### config.mk
export PLATFORM = sky130hd
export DESIGN_NAME = aas_sequencer
export DESIGN_NICKNAME = d
export VERILOG_FILES = /design/src/design/aas_rate_div.v /design/src/design/aas_sequencer.v
export VERILOG_INCLUDE_DIRS = /design/src /design/src/design
export SDC_FILE = /design/constraint.sdc
export NUM_CORES = 1
export LEC_CHECK = 0
export BUFFER_PORTS_ARGS = -buffer_cell sky130_fd_sc_hd__buf_2
export CAP_MARGIN = 20
export CORE_MARGIN = 2
export CORE_UTILIZATION = 50
export DETAILED_ROUTE_END_ITERATION = 7
export GPL_TIMING_DRIVEN = 0
export PLACE_DENSITY = 0.72
export SLEW_MARGIN = 20
export SYNTH_ARGS = -nofsm -noshare
export SYNTH_HDL_FRONTEND = slang
export SYNTH_SLANG_ARGS = --single-unit
### constraint.sdc
create_clock -name clk_in -period 5.1 [get_ports clk_in]
set_input_delay 0.765 -clock clk_in [delete_from_list [all_inputs] [get_ports clk_in]]
set_output_delay 0.765 -clock clk_in [all_outputs]
set_load 0.005 [all_outputs]
### src/design/aas_defines.vh
// register map, field positions, reset values and timing for the sequencer
`ifndef AAS_DEFINES_VH
`define AAS_DEFINES_VH

// register indices; byte address is four times the index
`define AAS_IDX_RESULT      16'h402D
`define AAS_IDX_CONTROL     16'h402E
`define AAS_IDX_SOURCE      16'h402F
`define AAS_ADDR_W          18

// result register fields
`define AAS_RES_TAG_HI      15
`define AAS_RES_TAG_LO      12
`define AAS_RES_DATA_HI     11
`define AAS_RES_DATA_LO     0
`define AAS_RES_RESET       16'h0000

// control register fields
`define AAS_CTL_ON          15
`define AAS_CTL_GO          14
`define AAS_CTL_SLEEP       12
`define AAS_CTL_RATE_HI     5
`define AAS_CTL_RATE_LO     0
`define AAS_CTL_RESET       16'h0000

// source register fields
`define AAS_SRC_SUPPLY      6
`define AAS_SRC_TEMP        4
`define AAS_SRC_PIN12       2
`define AAS_SRC_PIN11       1
`define AAS_SRC_PIN10       0
`define AAS_SRC_RESET       16'h0000

// source tags reported beside each result
`define AAS_TAG_PIN10       4'h1
`define AAS_TAG_PIN11       4'h2
`define AAS_TAG_PIN12       4'h3
`define AAS_TAG_TEMP        4'h5
`define AAS_TAG_SUPPLY      4'h7

// rate decode: low codes step by 2 sps, high codes by 16 sps
`define AAS_RATE_LO_STEP    9'h002
`define AAS_RATE_HI_STEP    9'h010

// clock: 40 MHz, period 25 ns
`define AAS_CLK_PERIOD_NS   25
`define AAS_CLK_HZ          40000000

`endif

### src/design/aas_rate_div.v
// periodic conversion tick generator driven by the rate code
`timescale 1ns/1ps
`include "aas_defines.vh"

module aas_rate_div #(
	parameter CLK_HZ = `AAS_CLK_HZ
) (
	input  wire       clk_in,
	input  wire       rst_b_in,
	input  wire       run_in,
	input  wire [5:0] rate_in,
	output reg        tick_out
);

	localparam [26:0] HZ = CLK_HZ;

	reg  [26:0] acc_r;
	reg  [26:0] acc_nxt;
	reg  [8:0]  sps;
	wire [26:0] sum;

	// code 32 yields zero samples per second, so it never ticks
	always @* begin
		if (rate_in[5]) begin
			sps = {4'h0, rate_in[4:0]} * `AAS_RATE_HI_STEP;
		end else begin
			sps = {4'h0, rate_in[4:0]} * `AAS_RATE_LO_STEP;
		end
	end

	// fractional accumulator keeps the mean rate exact for every code
	assign sum = acc_r + {18'h00000, sps};

	always @* begin
		acc_nxt = sum;
		if (!run_in) begin
			acc_nxt = 27'h0000000;
		end else if (sum >= HZ) begin
			acc_nxt = sum - HZ;
		end
	end

	always @(posedge clk_in or negedge rst_b_in) begin
		if (!rst_b_in) begin
			acc_r    <= 27'h0000000;
			tick_out <= 1'b0;
		end else begin
			acc_r    <= acc_nxt;
			tick_out <= run_in && (sum >= HZ);
		end
	end

endmodule // aas_rate_div

### src/design/aas_sequencer.v
// auxiliary converter sequencer: APB registers, scheduling, result capture
// Function
// - each result carries a 4-bit source tag: 1/2/3 pins 10-12, 5 temp, 7 supply.
// - the latest 12-bit unsigned result sits in bits 11:0, zero after reset.
// - voltage results are passed unchanged from the core at 1.465 mV per step.
// - temperature results are passed unchanged so that C = (498 - code) / 1.09.
// - the master enable is bit 15, zero at reset, cleared on entering OFF.
// - with a nonzero rate, periodic conversions run only while go (bit 14) is 1.
// - with rate 0, writing go starts one conversion and go clears when it ends.
// - sleep-follow (bit 12) 0 stops the converter in sleep, 1 obeys the enable.
// - supply, temp and pins 12/11/10 are picked by bits 6, 4, 2, 1 and 0.
//
// Our own choice: the APB slave port.
`timescale 1ns/1ps
`include "aas_defines.vh"

module aas_sequencer #(
	parameter CLK_HZ = `AAS_CLK_HZ
) (
	input  wire        clk_in,
	input  wire        rst_b_in,
	input  wire        psel_in,
	input  wire        penable_in,
	input  wire        pwrite_in,
	input  wire [17:0] paddr_in,
	input  wire [31:0] pwdata_in,
	output reg  [31:0] prdata_out,
	output reg         pready_out,
	output reg         pslverr_out,
	input  wire        off_state_in,
	input  wire        sleep_state_in,
	output reg         conv_power_out,
	output reg         conv_start_out,
	output reg  [3:0]  conv_tag_out,
	input  wire        conv_done_in,
	input  wire [11:0] conv_data_in
);

	localparam [1:0] ST_IDLE = 2'b00;
	localparam [1:0] ST_WAIT = 2'b01;

	localparam [17:0] A_RESULT  = {`AAS_IDX_RESULT, 2'b00};
	localparam [17:0] A_CONTROL = {`AAS_IDX_CONTROL, 2'b00};
	localparam [17:0] A_SOURCE  = {`AAS_IDX_SOURCE, 2'b00};

	reg  [1:0]  state_r;
	reg  [1:0]  state_nxt;
	reg         on_r;
	reg         go_r;
	reg         go_nxt;
	reg         slp_r;
	reg  [5:0]  rate_r;
	reg  [4:0]  pick_r;
	reg  [11:0] data_r;
	reg  [3:0]  tag_r;
	reg  [2:0]  last_r;
	reg  [2:0]  cur_r;
	reg         pend_r;
	reg         done_s1_r;
	reg         done_s2_r;
	reg         done_s3_r;
	reg  [11:0] data_s1_r;
	reg  [11:0] data_s2_r;
	wire        active;
	wire        manual;
	wire        tick;
	wire        done_rise;
	wire        access;
	wire        wr_take;
	wire [2:0]  next_idx;
	wire        any_pick;
	wire        trigger;
	wire        finish;
	wire        wr_ctl;
	wire        wr_src;
	wire        run_rate;

	// round-robin search: first picked input after the last one converted
	function [2:0] aas_next;
		input [4:0] picks;
		input [2:0] last;
		integer     k;
		reg   [3:0] pos;
		reg   [2:0] idx;
		reg         hit;
		begin
			aas_next = last;
			hit = 1'b0;
			for (k = 1; k <= 5; k = k + 1) begin
				// 4 bits wide so the wrap past 7 cannot skip a channel
				pos = {1'b0, last} + k[3:0];
				if (pos >= 4'd5) begin
					pos = pos - 4'd5;
				end
				idx = pos[2:0];
				if (!hit && picks[idx]) begin
					aas_next = idx;
					hit = 1'b1;
				end
			end
		end
	endfunction

	// channel index to reported source tag
	function [3:0] aas_tag;
		input [2:0] idx;
		begin
			case (idx)
				3'd0:    aas_tag = `AAS_TAG_PIN10;
				3'd1:    aas_tag = `AAS_TAG_PIN11;
				3'd2:    aas_tag = `AAS_TAG_PIN12;
				3'd3:    aas_tag = `AAS_TAG_TEMP;
				default: aas_tag = `AAS_TAG_SUPPLY;
			endcase
		end
	endfunction

	function aas_mapped;
		input [17:0] a;
		begin
			aas_mapped = (a == A_RESULT) || (a == A_CONTROL) ||
				(a == A_SOURCE);
		end
	endfunction

	// APB: one wait cycle, pready from a flop; write lands on the ready edge
	assign access  = psel_in && penable_in;
	assign wr_take = access && pready_out && pwrite_in &&
		aas_mapped(paddr_in);
	// one strobe per writable register
	assign wr_ctl  = wr_take && (paddr_in == A_CONTROL);
	assign wr_src  = wr_take && (paddr_in == A_SOURCE);

	assign active   = on_r && (!sleep_state_in || slp_r);
	assign manual   = (rate_r == 6'h00);
	assign any_pick = |pick_r;
	assign next_idx = aas_next(pick_r, last_r);
	assign done_rise = done_s2_r && !done_s3_r;
	assign finish    = (state_r == ST_WAIT) && done_rise;

	// manual starts on go; periodic waits for a pending tick while go holds
	assign trigger = active && any_pick && go_r &&
		(manual || pend_r);

	// divider only runs in automatic mode while powered and go is set
	assign run_rate = active && go_r && !manual;

	aas_rate_div #(
		.CLK_HZ (CLK_HZ)
	) u_rate (
		.clk_in   (clk_in),
		.rst_b_in (rst_b_in),
		.run_in   (run_rate),
		.rate_in  (rate_r),
		.tick_out (tick)
	);

	// done and data come from the analogue core: two sync flops each, plus a third on done for the edge;
	// data holds while done is high, so both stages agree at finish
	always @(posedge clk_in or negedge rst_b_in) begin
		if (!rst_b_in) begin
			done_s1_r <= 1'b0;
			done_s2_r <= 1'b0;
			done_s3_r <= 1'b0;
			data_s1_r <= 12'h000;
			data_s2_r <= 12'h000;
		end else begin
			done_s1_r <= conv_done_in;
			done_s2_r <= done_s1_r;
			done_s3_r <= done_s2_r;
			data_s1_r <= conv_data_in;
			data_s2_r <= data_s1_r;
		end
	end

	always @* begin
		state_nxt = state_r;
		case (state_r)
			ST_IDLE: begin
				if (trigger) begin
					state_nxt = ST_WAIT;
				end
			end
			ST_WAIT: begin
				if (!active || done_rise) begin
					state_nxt = ST_IDLE;
				end
			end
			default: state_nxt = ST_IDLE;
		endcase
	end

	// a software write in the finishing cycle wins over the self-clear
	always @* begin
		go_nxt = go_r;
		if (manual && finish) begin
			go_nxt = 1'b0;
		end
		if (manual && go_r && active && !any_pick) begin
			go_nxt = 1'b0;
		end
		if (wr_ctl) begin
			go_nxt = pwdata_in[`AAS_CTL_GO];
		end
	end

	always @(posedge clk_in or negedge rst_b_in) begin
		if (!rst_b_in) begin
			on_r   <= 1'b0;
			go_r   <= 1'b0;
			slp_r  <= 1'b0;
			rate_r <= 6'h00;
			pick_r <= 5'h00;
		end else begin
			go_r <= go_nxt;
			if (wr_ctl) begin
				on_r   <= pwdata_in[`AAS_CTL_ON];
				slp_r  <= pwdata_in[`AAS_CTL_SLEEP];
				rate_r <= pwdata_in[`AAS_CTL_RATE_HI:`AAS_CTL_RATE_LO];
			end
			// off wins over a same-cycle write; go is left as it is
			if (off_state_in) begin
				on_r <= 1'b0;
			end
			if (wr_src) begin
				pick_r <= {pwdata_in[`AAS_SRC_SUPPLY],
					pwdata_in[`AAS_SRC_TEMP],
					pwdata_in[`AAS_SRC_PIN12],
					pwdata_in[`AAS_SRC_PIN11],
					pwdata_in[`AAS_SRC_PIN10]};
			end
		end
	end

	// sequencing and start pulses
	always @(posedge clk_in or negedge rst_b_in) begin
		if (!rst_b_in) begin
			state_r        <= ST_IDLE;
			last_r         <= 3'd4;
			cur_r          <= 3'd0;
			conv_start_out <= 1'b0;
			conv_tag_out   <= 4'h0;
			conv_power_out <= 1'b0;
		end else begin
			state_r        <= state_nxt;
			// losing power mid-conversion abandons it, no result kept
			conv_power_out <= active;
			conv_start_out <= 1'b0;
			if (state_r == ST_IDLE && trigger) begin
				conv_start_out <= 1'b1;
				conv_tag_out   <= aas_tag(next_idx);
				cur_r          <= next_idx;
				last_r         <= next_idx;
			end
		end
	end

	// a tick during a conversion is kept, not dropped
	always @(posedge clk_in or negedge rst_b_in) begin
		if (!rst_b_in) begin
			pend_r <= 1'b0;
		end else if (!active || !go_r || manual) begin
			pend_r <= 1'b0;
		end else if (tick) begin
			pend_r <= 1'b1;
		end else if (state_r == ST_IDLE && trigger) begin
			pend_r <= 1'b0;
		end
	end

	// core codes pass through untouched: mV and temp scales are its own
	always @(posedge clk_in or negedge rst_b_in) begin
		if (!rst_b_in) begin
			data_r <= 12'h000;
			tag_r  <= 4'h0;
		end else if (finish) begin
			data_r <= data_s2_r;
			tag_r  <= aas_tag(cur_r);
		end
	end

	// read mux and bus answer
	always @(posedge clk_in or negedge rst_b_in) begin
		if (!rst_b_in) begin
			prdata_out  <= 32'h00000000;
			pready_out  <= 1'b0;
			pslverr_out <= 1'b0;
		end else begin
			pready_out  <= access && !pready_out;
			pslverr_out <= access && !pready_out && !aas_mapped(paddr_in);
			prdata_out  <= 32'h00000000;
			if (access && !pready_out && !pwrite_in) begin
				case (paddr_in)
					A_RESULT:  prdata_out <= {16'h0000, tag_r, data_r};
					A_CONTROL: prdata_out <= {16'h0000, on_r, go_r, 1'b0,
						slp_r, 6'h00, rate_r};
					A_SOURCE:  prdata_out <= {25'h0000000, pick_r[4], 1'b0,
						pick_r[3], 1'b0, pick_r[2:0]};
					default:   prdata_out <= 32'h00000000;
				endcase
			end
		end
	end

endmodule // aas_sequencer

; Word level (Yosys, flattened, before mapping)
; Cells that the tools add are included.
[word_totals]
ff_bits = 134
latchBits = 0
ram_bits = 0
mem_bits_ro = 0
inputBits = 70
out_inout_bits = 40
wordCells = 158
mem_count = 0
[op_classes]
addsub = 12
mul = 0
div = 0
n_lt_le_gt_ge = 11
n_eq_ne = 12
n_shift = 0
muxes = 43
bitwise = 0
n_reduce_logical = 56
[op_table]
columns = cell, count
row1 = $eq A18 B17 Y1 const B, 3
row2 = $mux W27, 2
row3 = $pmux W16 S3, 1
row4 = $mux W3, 10
row5 = $add A27 B9 Y27, 1
row6 = $ge A27 B26 Y1 const B, 1
row7 = $logic_and A1 B1 Y1, 27
row8 = $sub A27 B26 Y27 const B, 1
row9 = $pmux W3 S4, 2
row10 = $ge A4 B3 Y1 const B, 5
row11 = $lt A3 B4 Y1 const B, 5
row12 = $mux W1, 18
row13 = $mux W16, 1
row14 = $bmux W1 S3, 5
row15 = $sub A3 B3 Y3 const B, 5
row16 = $logic_not A1 Y1, 13
row17 = $eq A3 B2 Y1 const B, 4
row18 = $mux W9, 1
row19 = $add A3 B2 Y4 const B, 2
row20 = $add A3 B3 Y4 const B, 2
row21 = $logic_or A1 B1 Y1, 7
row22 = $eq A3 B1 Y1 const B, 2
row23 = $logic_not A3 Y1, 2
row24 = $logic_not A6 Y1, 1
row25 = 11 further kinds, 13

; Logic depth before layout (Yosys ltp)
[depth]
depth_word = 20
depth_mapped = 17
ltp_nobuf = 14

; Cells and area by module
; A second synthesis with hierarchy kept.
[hier_totals]
hier_cells = 674
hier_area_um2 = 6866.6
[by_module_without_submodules]
columns = mod, instances, cells_each, area_per_inst_um2, seq_area_each_um2
row1 = aas_sequencer, 1, 389, 4356.7, 2128.3
row2 = aas_rate_div, 1, 285, 2509.9, 675.6

; Least setup slack after synthesis
; No wires, ideal clock.
[synth_path]
path_kind = reg2reg
start = reg rate_r[5]
end = reg u_rate.acc_r[20]
setup_time_ns = 0.079
arrival_ns = 3.693
t_required_ns = 5.021
path_slack_ns = 1.328
path_stages_with_launch = 14
path_buffers = 1
period_less_slack_ns = 3.772
path_cell_list = dfrtp_1 > clkbuf_1 > mux2_2 > ha_1 > a21o_1 > a21oi_2 > a211oi_2 > or2_1 > mux2_2 > a2bb2oi_1 > a211o_2 > a2111oi_4 > mux2i_1 > mux2i_1
[synth_between]
elab_chain_cells = 5
elab_cells_between_ends = 9
classes_between = 2 x add/sub / 1 x order compare / 3 x mux / 3 x reduce/logical
[synth_lines]
columns = element, line
row1 = start: declaration, aas_sequencer.v:52  ; reg [5:0] rate_r;
row2 = start signal: assignment, aas_sequencer.v:219  ; rate_r <= pwdata_in[`AAS_CTL_RATE_HI:`AAS_CTL_RATE_LO];
row3 = $mux W9, aas_rate_div.v:24  ; if (rate_in[5]) begin
row4 = $add A27 B9 Y27, aas_rate_div.v:32  ; assign sum = acc_r + {18'h00000, sps};
row5 = $sub A27 B26 Y27 / $ge A27 B26 Y1 (equally long branches), "aas_rate_div.v:39, aas_rate_div.v:38"
row6 = $mux W27, aas_rate_div.v:38  ; end else if (sum >= HZ) begin
row7 = $mux W27 (*), aas_rate_div.v:36  ; if (!run_in) begin
row8 = via u_rate.acc_nxt[20], aas_rate_div.v:18  ; reg [26:0] acc_nxt;
row9 = end signal: assignment, aas_rate_div.v:48  ; acc_r <= acc_nxt;
row10 = end: declaration, aas_rate_div.v:17  ; reg [26:0] acc_r;
; The timed path passes the listed nets; every way through them passes the cells marked *.
; A chain may end at the register's enable or synchronous reset.

; Worst setup path in the final report
[layout_path]
start = reg rate_r[5]
end = reg u_rate.acc_r[10]
; Same word-level chain as after synthesis.

==> impl_metrics.tcl <==
set metrics [dict create \
    seqPwrFrac 0.538 \
    grt_overflow_total 0 \
    track_usage 0.223 \
    hp-class "in -> async" \
    die_h_um 120 \
    avgViaCountPerCell 5.68 \
    rows 42 \
    fin_crit_sh 0.882 \
    sw_frac_of_total 0.238 \
    cp.arrival_ns 4.77 \
    post-route-min-period_ns 4.50 \
    power_leakage_uw 0.00359 \
    synth_most_common_cell "dfrtp_1" \
    wl_per_cell_um 15.8 \
    hold_slack_ns 0.308 \
    post_cts.repair.setup_buffers 0 \
    setup.worst_path.end_class "register" \
    vias 5636 \
    nets 903 \
    cts_hold_buffers 0 \
    start_kind "register" \
    fillers 1139 \
    max_freq_ghz 0.222 \
    finalWeightedCongestion 0.898 \
    synth_top_area_share 0.412 \
    p_comb_frac 0.036 \
    synth_compound_area_frac 0.154 \
    status "finished clean" \
    insertion_delay_ns 0.36 \
    synthCells 715 \
    finalHoldViolCount 0 \
    clk_path_buf_depth 2 \
    cts_tree "yes" \
    ys_seq_area_frac 0.416 \
    rsz0062_at_grt "no" \
    top_layer_used "met4" \
    antenna_cells 0 \
    design.portCount 110 \
    clk_transition_reported_paths_ns 0.08 \
    grt_pass1_wl_mm 25.8 \
    yosys.area_share.adder 0.0412 \
    synthesis.area_mm2 0.00674 \
    grt_max_degree 72 \
    max_stage_delay_ns 0.54 \
    slew_headroom 0.338 \
    yosys.area_share.simple 0.236 \
    yosysWarnings 0 \
    synth.distinct_cells 82 \
    powerDensity_mw_per_mm2 217 \
    synth_xor_xnor_area_share 0.0429 \
    dr.first_iter.drc_count 552 \
    critical-path-slowest-cell "o32ai_2" \
    worst-path-buf-inv 2 \
    core-area_mm2 0.0132 \
    clkPwrFrac 0.426 \
    critical_path_class "reg -> reg" \
    synthArstFlopShare 1.00 \
    finClkSkew_ns 0.00758 \
    cts.repair.resized 0 \
    htree_levels 3 \
    multi_input_area_mm2 0.00365 \
    routed_wl_mm 15.6 \
    cp_cell_sequence "clkbuf_1 -> mux2_2 -> ha_1 -> a21o_1 -> a21oi_2 -> a211oi_2 -> nor2_2 -> nor3b_1 -> o32ai_2 -> a211o_2 -> buf_4 -> a211oi_1 -> nor4_1 -> mux2i_1" \
    port_buffers 69 \
    synth_top_family_by_area "simple AND/OR/NAND/NOR gates" \
    drv_cap 0 \
    p_int_uw 1280 \
    crit_required_ns 5.38 \
    synthMuxAreaShare 0.0570 \
    synth_area_leaders "dfrtp_1 (41%), nor2_1 (4.1%), nand2_1 (4.0%)" \
    cts_buffers 9 \
    met1_length_mm 7.07 \
    dr_wl_met3_um 829 \
    dr_wl_met2_mm 7.42 \
    design.die.area_mm2 0.0144 \
    cp_max_fo 10 \
    synth_area_per_cell_um2 9.43 \
    initial_core_util 0.511 \
    ys_ff_latch 112 \
    drive_gt1_frac 0.203 \
    slew_viol_final 0 \
    fin_total_pwr_uw 1680 \
    dieWidth_um 120 \
    p_switching_uw 399 \
    synth_flop_cell "dfrtp_1" \
    setup_tns_ns 0 \
    dp_hpwl_mm 11.7 \
    root_buffer "clkbuf_16" \
    synth_top_area_cell "dfrtp_1" \
    antenna_found_initial 0 \
    first_global_vias 5343 \
    synth_edf_count 0 \
    synth_common_cells "dfrtp_1 (111), nor2_1 (74), nand2_1 (72)" \
    cts.sinks 112 \
    crit_family "compound AO/OA/AOI/OAI gates" \
    tightestPinTransition_ns 0.984 \
    setup_viol 0 \
    ff_latch_area_mm2 0.00280 \
    ant_nets 0 \
    max-vdd-ir-drop_mv 0.290 \
    drt_pass1_iterations 5 \
    syn_to_final_growth_pct 14.4 \
    drc_errors 0 \
]
==> metal layers <==
metal  global-route usage  vias up
met5                    0        -
met4               0.0728        0
met3               0.0356       33
met2                0.362      189
met1                0.306     2717
li1                     -     2697
==> through the flow <==
step           setup WS (ns)  std cells   util  cell area (um2)
6_report               0.603        993  0.584             7710
5_1_grt                0.294        993  0.584             7710
4_1_cts                0.653        993  0.584             7710
3_5_place_dp           0.719        977  0.561             7400
3_3_place_gp           0.840        976  0.558             7360
2_1_floorplan           1.33        731      -             6800
==> logic make-up (layout without fill, tap and decap cells) <==
| kind of cell | count (synthesis) | after routing |
|---|---|---|
| and+or+nand+nor | 307 | 307 |
| adders and majority gates | 21 | 21 |
| buffers and inverters | 68 | 154 |
| xor gates and xnor gates | 33 | 33 |
| other | 1 | 17 |
| muxes | 34 | 34 |
| DFF | 112 | 112 |
| AOI/OAI and AO/OA | 139 | 139 |
==> state kept, by name (all words and copies together), names as in the netlist, 3 cells and up <==
name and flops:
prdata_out 16, data_r 12, data_s2_r 12, conv_tag_out 3, pick_r 5, tag_r 3
last_r 3, data_s1_r 12, rate_r 6, u_rate.acc_r 26
==> layout by cell type, fill, tap and decap left out, types with 15 or more instances in the layout <==
| master | instances |
|---|---|
| and3_1 | 15 |
| and2_1 | 17 |
| buf_2 | 78 |
| nand3_1 | 20 |
| mux2i_1 | 17 |
| inv_1 | 20 |
| conb_1 | 17 |
| nor3_1 | 16 |
| ha_1 | 19 |
| nand2_1 | 72 |
| xnor2_1 | 20 |
| nor2_1 | 74 |
| a21oi_1 | 29 |
| dfrtp_1 | 111 |
| clkbuf_1 | 15 |
| mux2_2 | 15 |
| buf_4 | 19 |
| o21ai_0 | 16 |
==> final cells by class <==
cell class,instances,area share
clock buffer,9,0.0292
multi-input combinational,551,0.473
inverter,22,0.0107
sequential,112,0.364
timing repair buffer,70,0.0492
buffer,46,0.0344
clock inverter,7,0.0107
tap,176,0.0286
==> worst paths after layout <==
kind	startpoint	end	slack [ns]	cells after the start
setup / recovery	rate_r[5]	u_rate.acc_r[10]	0.60	14
hold / removal	rst_b_in	data_s2_r[7]	0.31	1
setup reg to reg	rate_r[5]	u_rate.acc_r[10]	0.60	14
hold reg to reg	data_s1_r[0]	data_s2_r[0]	0.35	0
max in group asynchronous	rst_b_in	last_r[2]	4.08	2
min in group clk_in	data_s1_r[0]	data_s2_r[0]	0.35	0
==> power groups by stage <==
stage / combinational [uW] / sequential (uW) / clock (uW)
3_5_place_dp: 60.8 / 920 / 0
3_3_place_gp: 56.3 / 919 / 0
6_report: 60.2 / 902 / 713
5_1_grt: 68.5 / 903 / 763
2_1_floorplan: 19.3 / 919 / 0
4_1_cts: 61.0 / 902 / 730
Note: power is estimated with default switching activity, not from simulation.
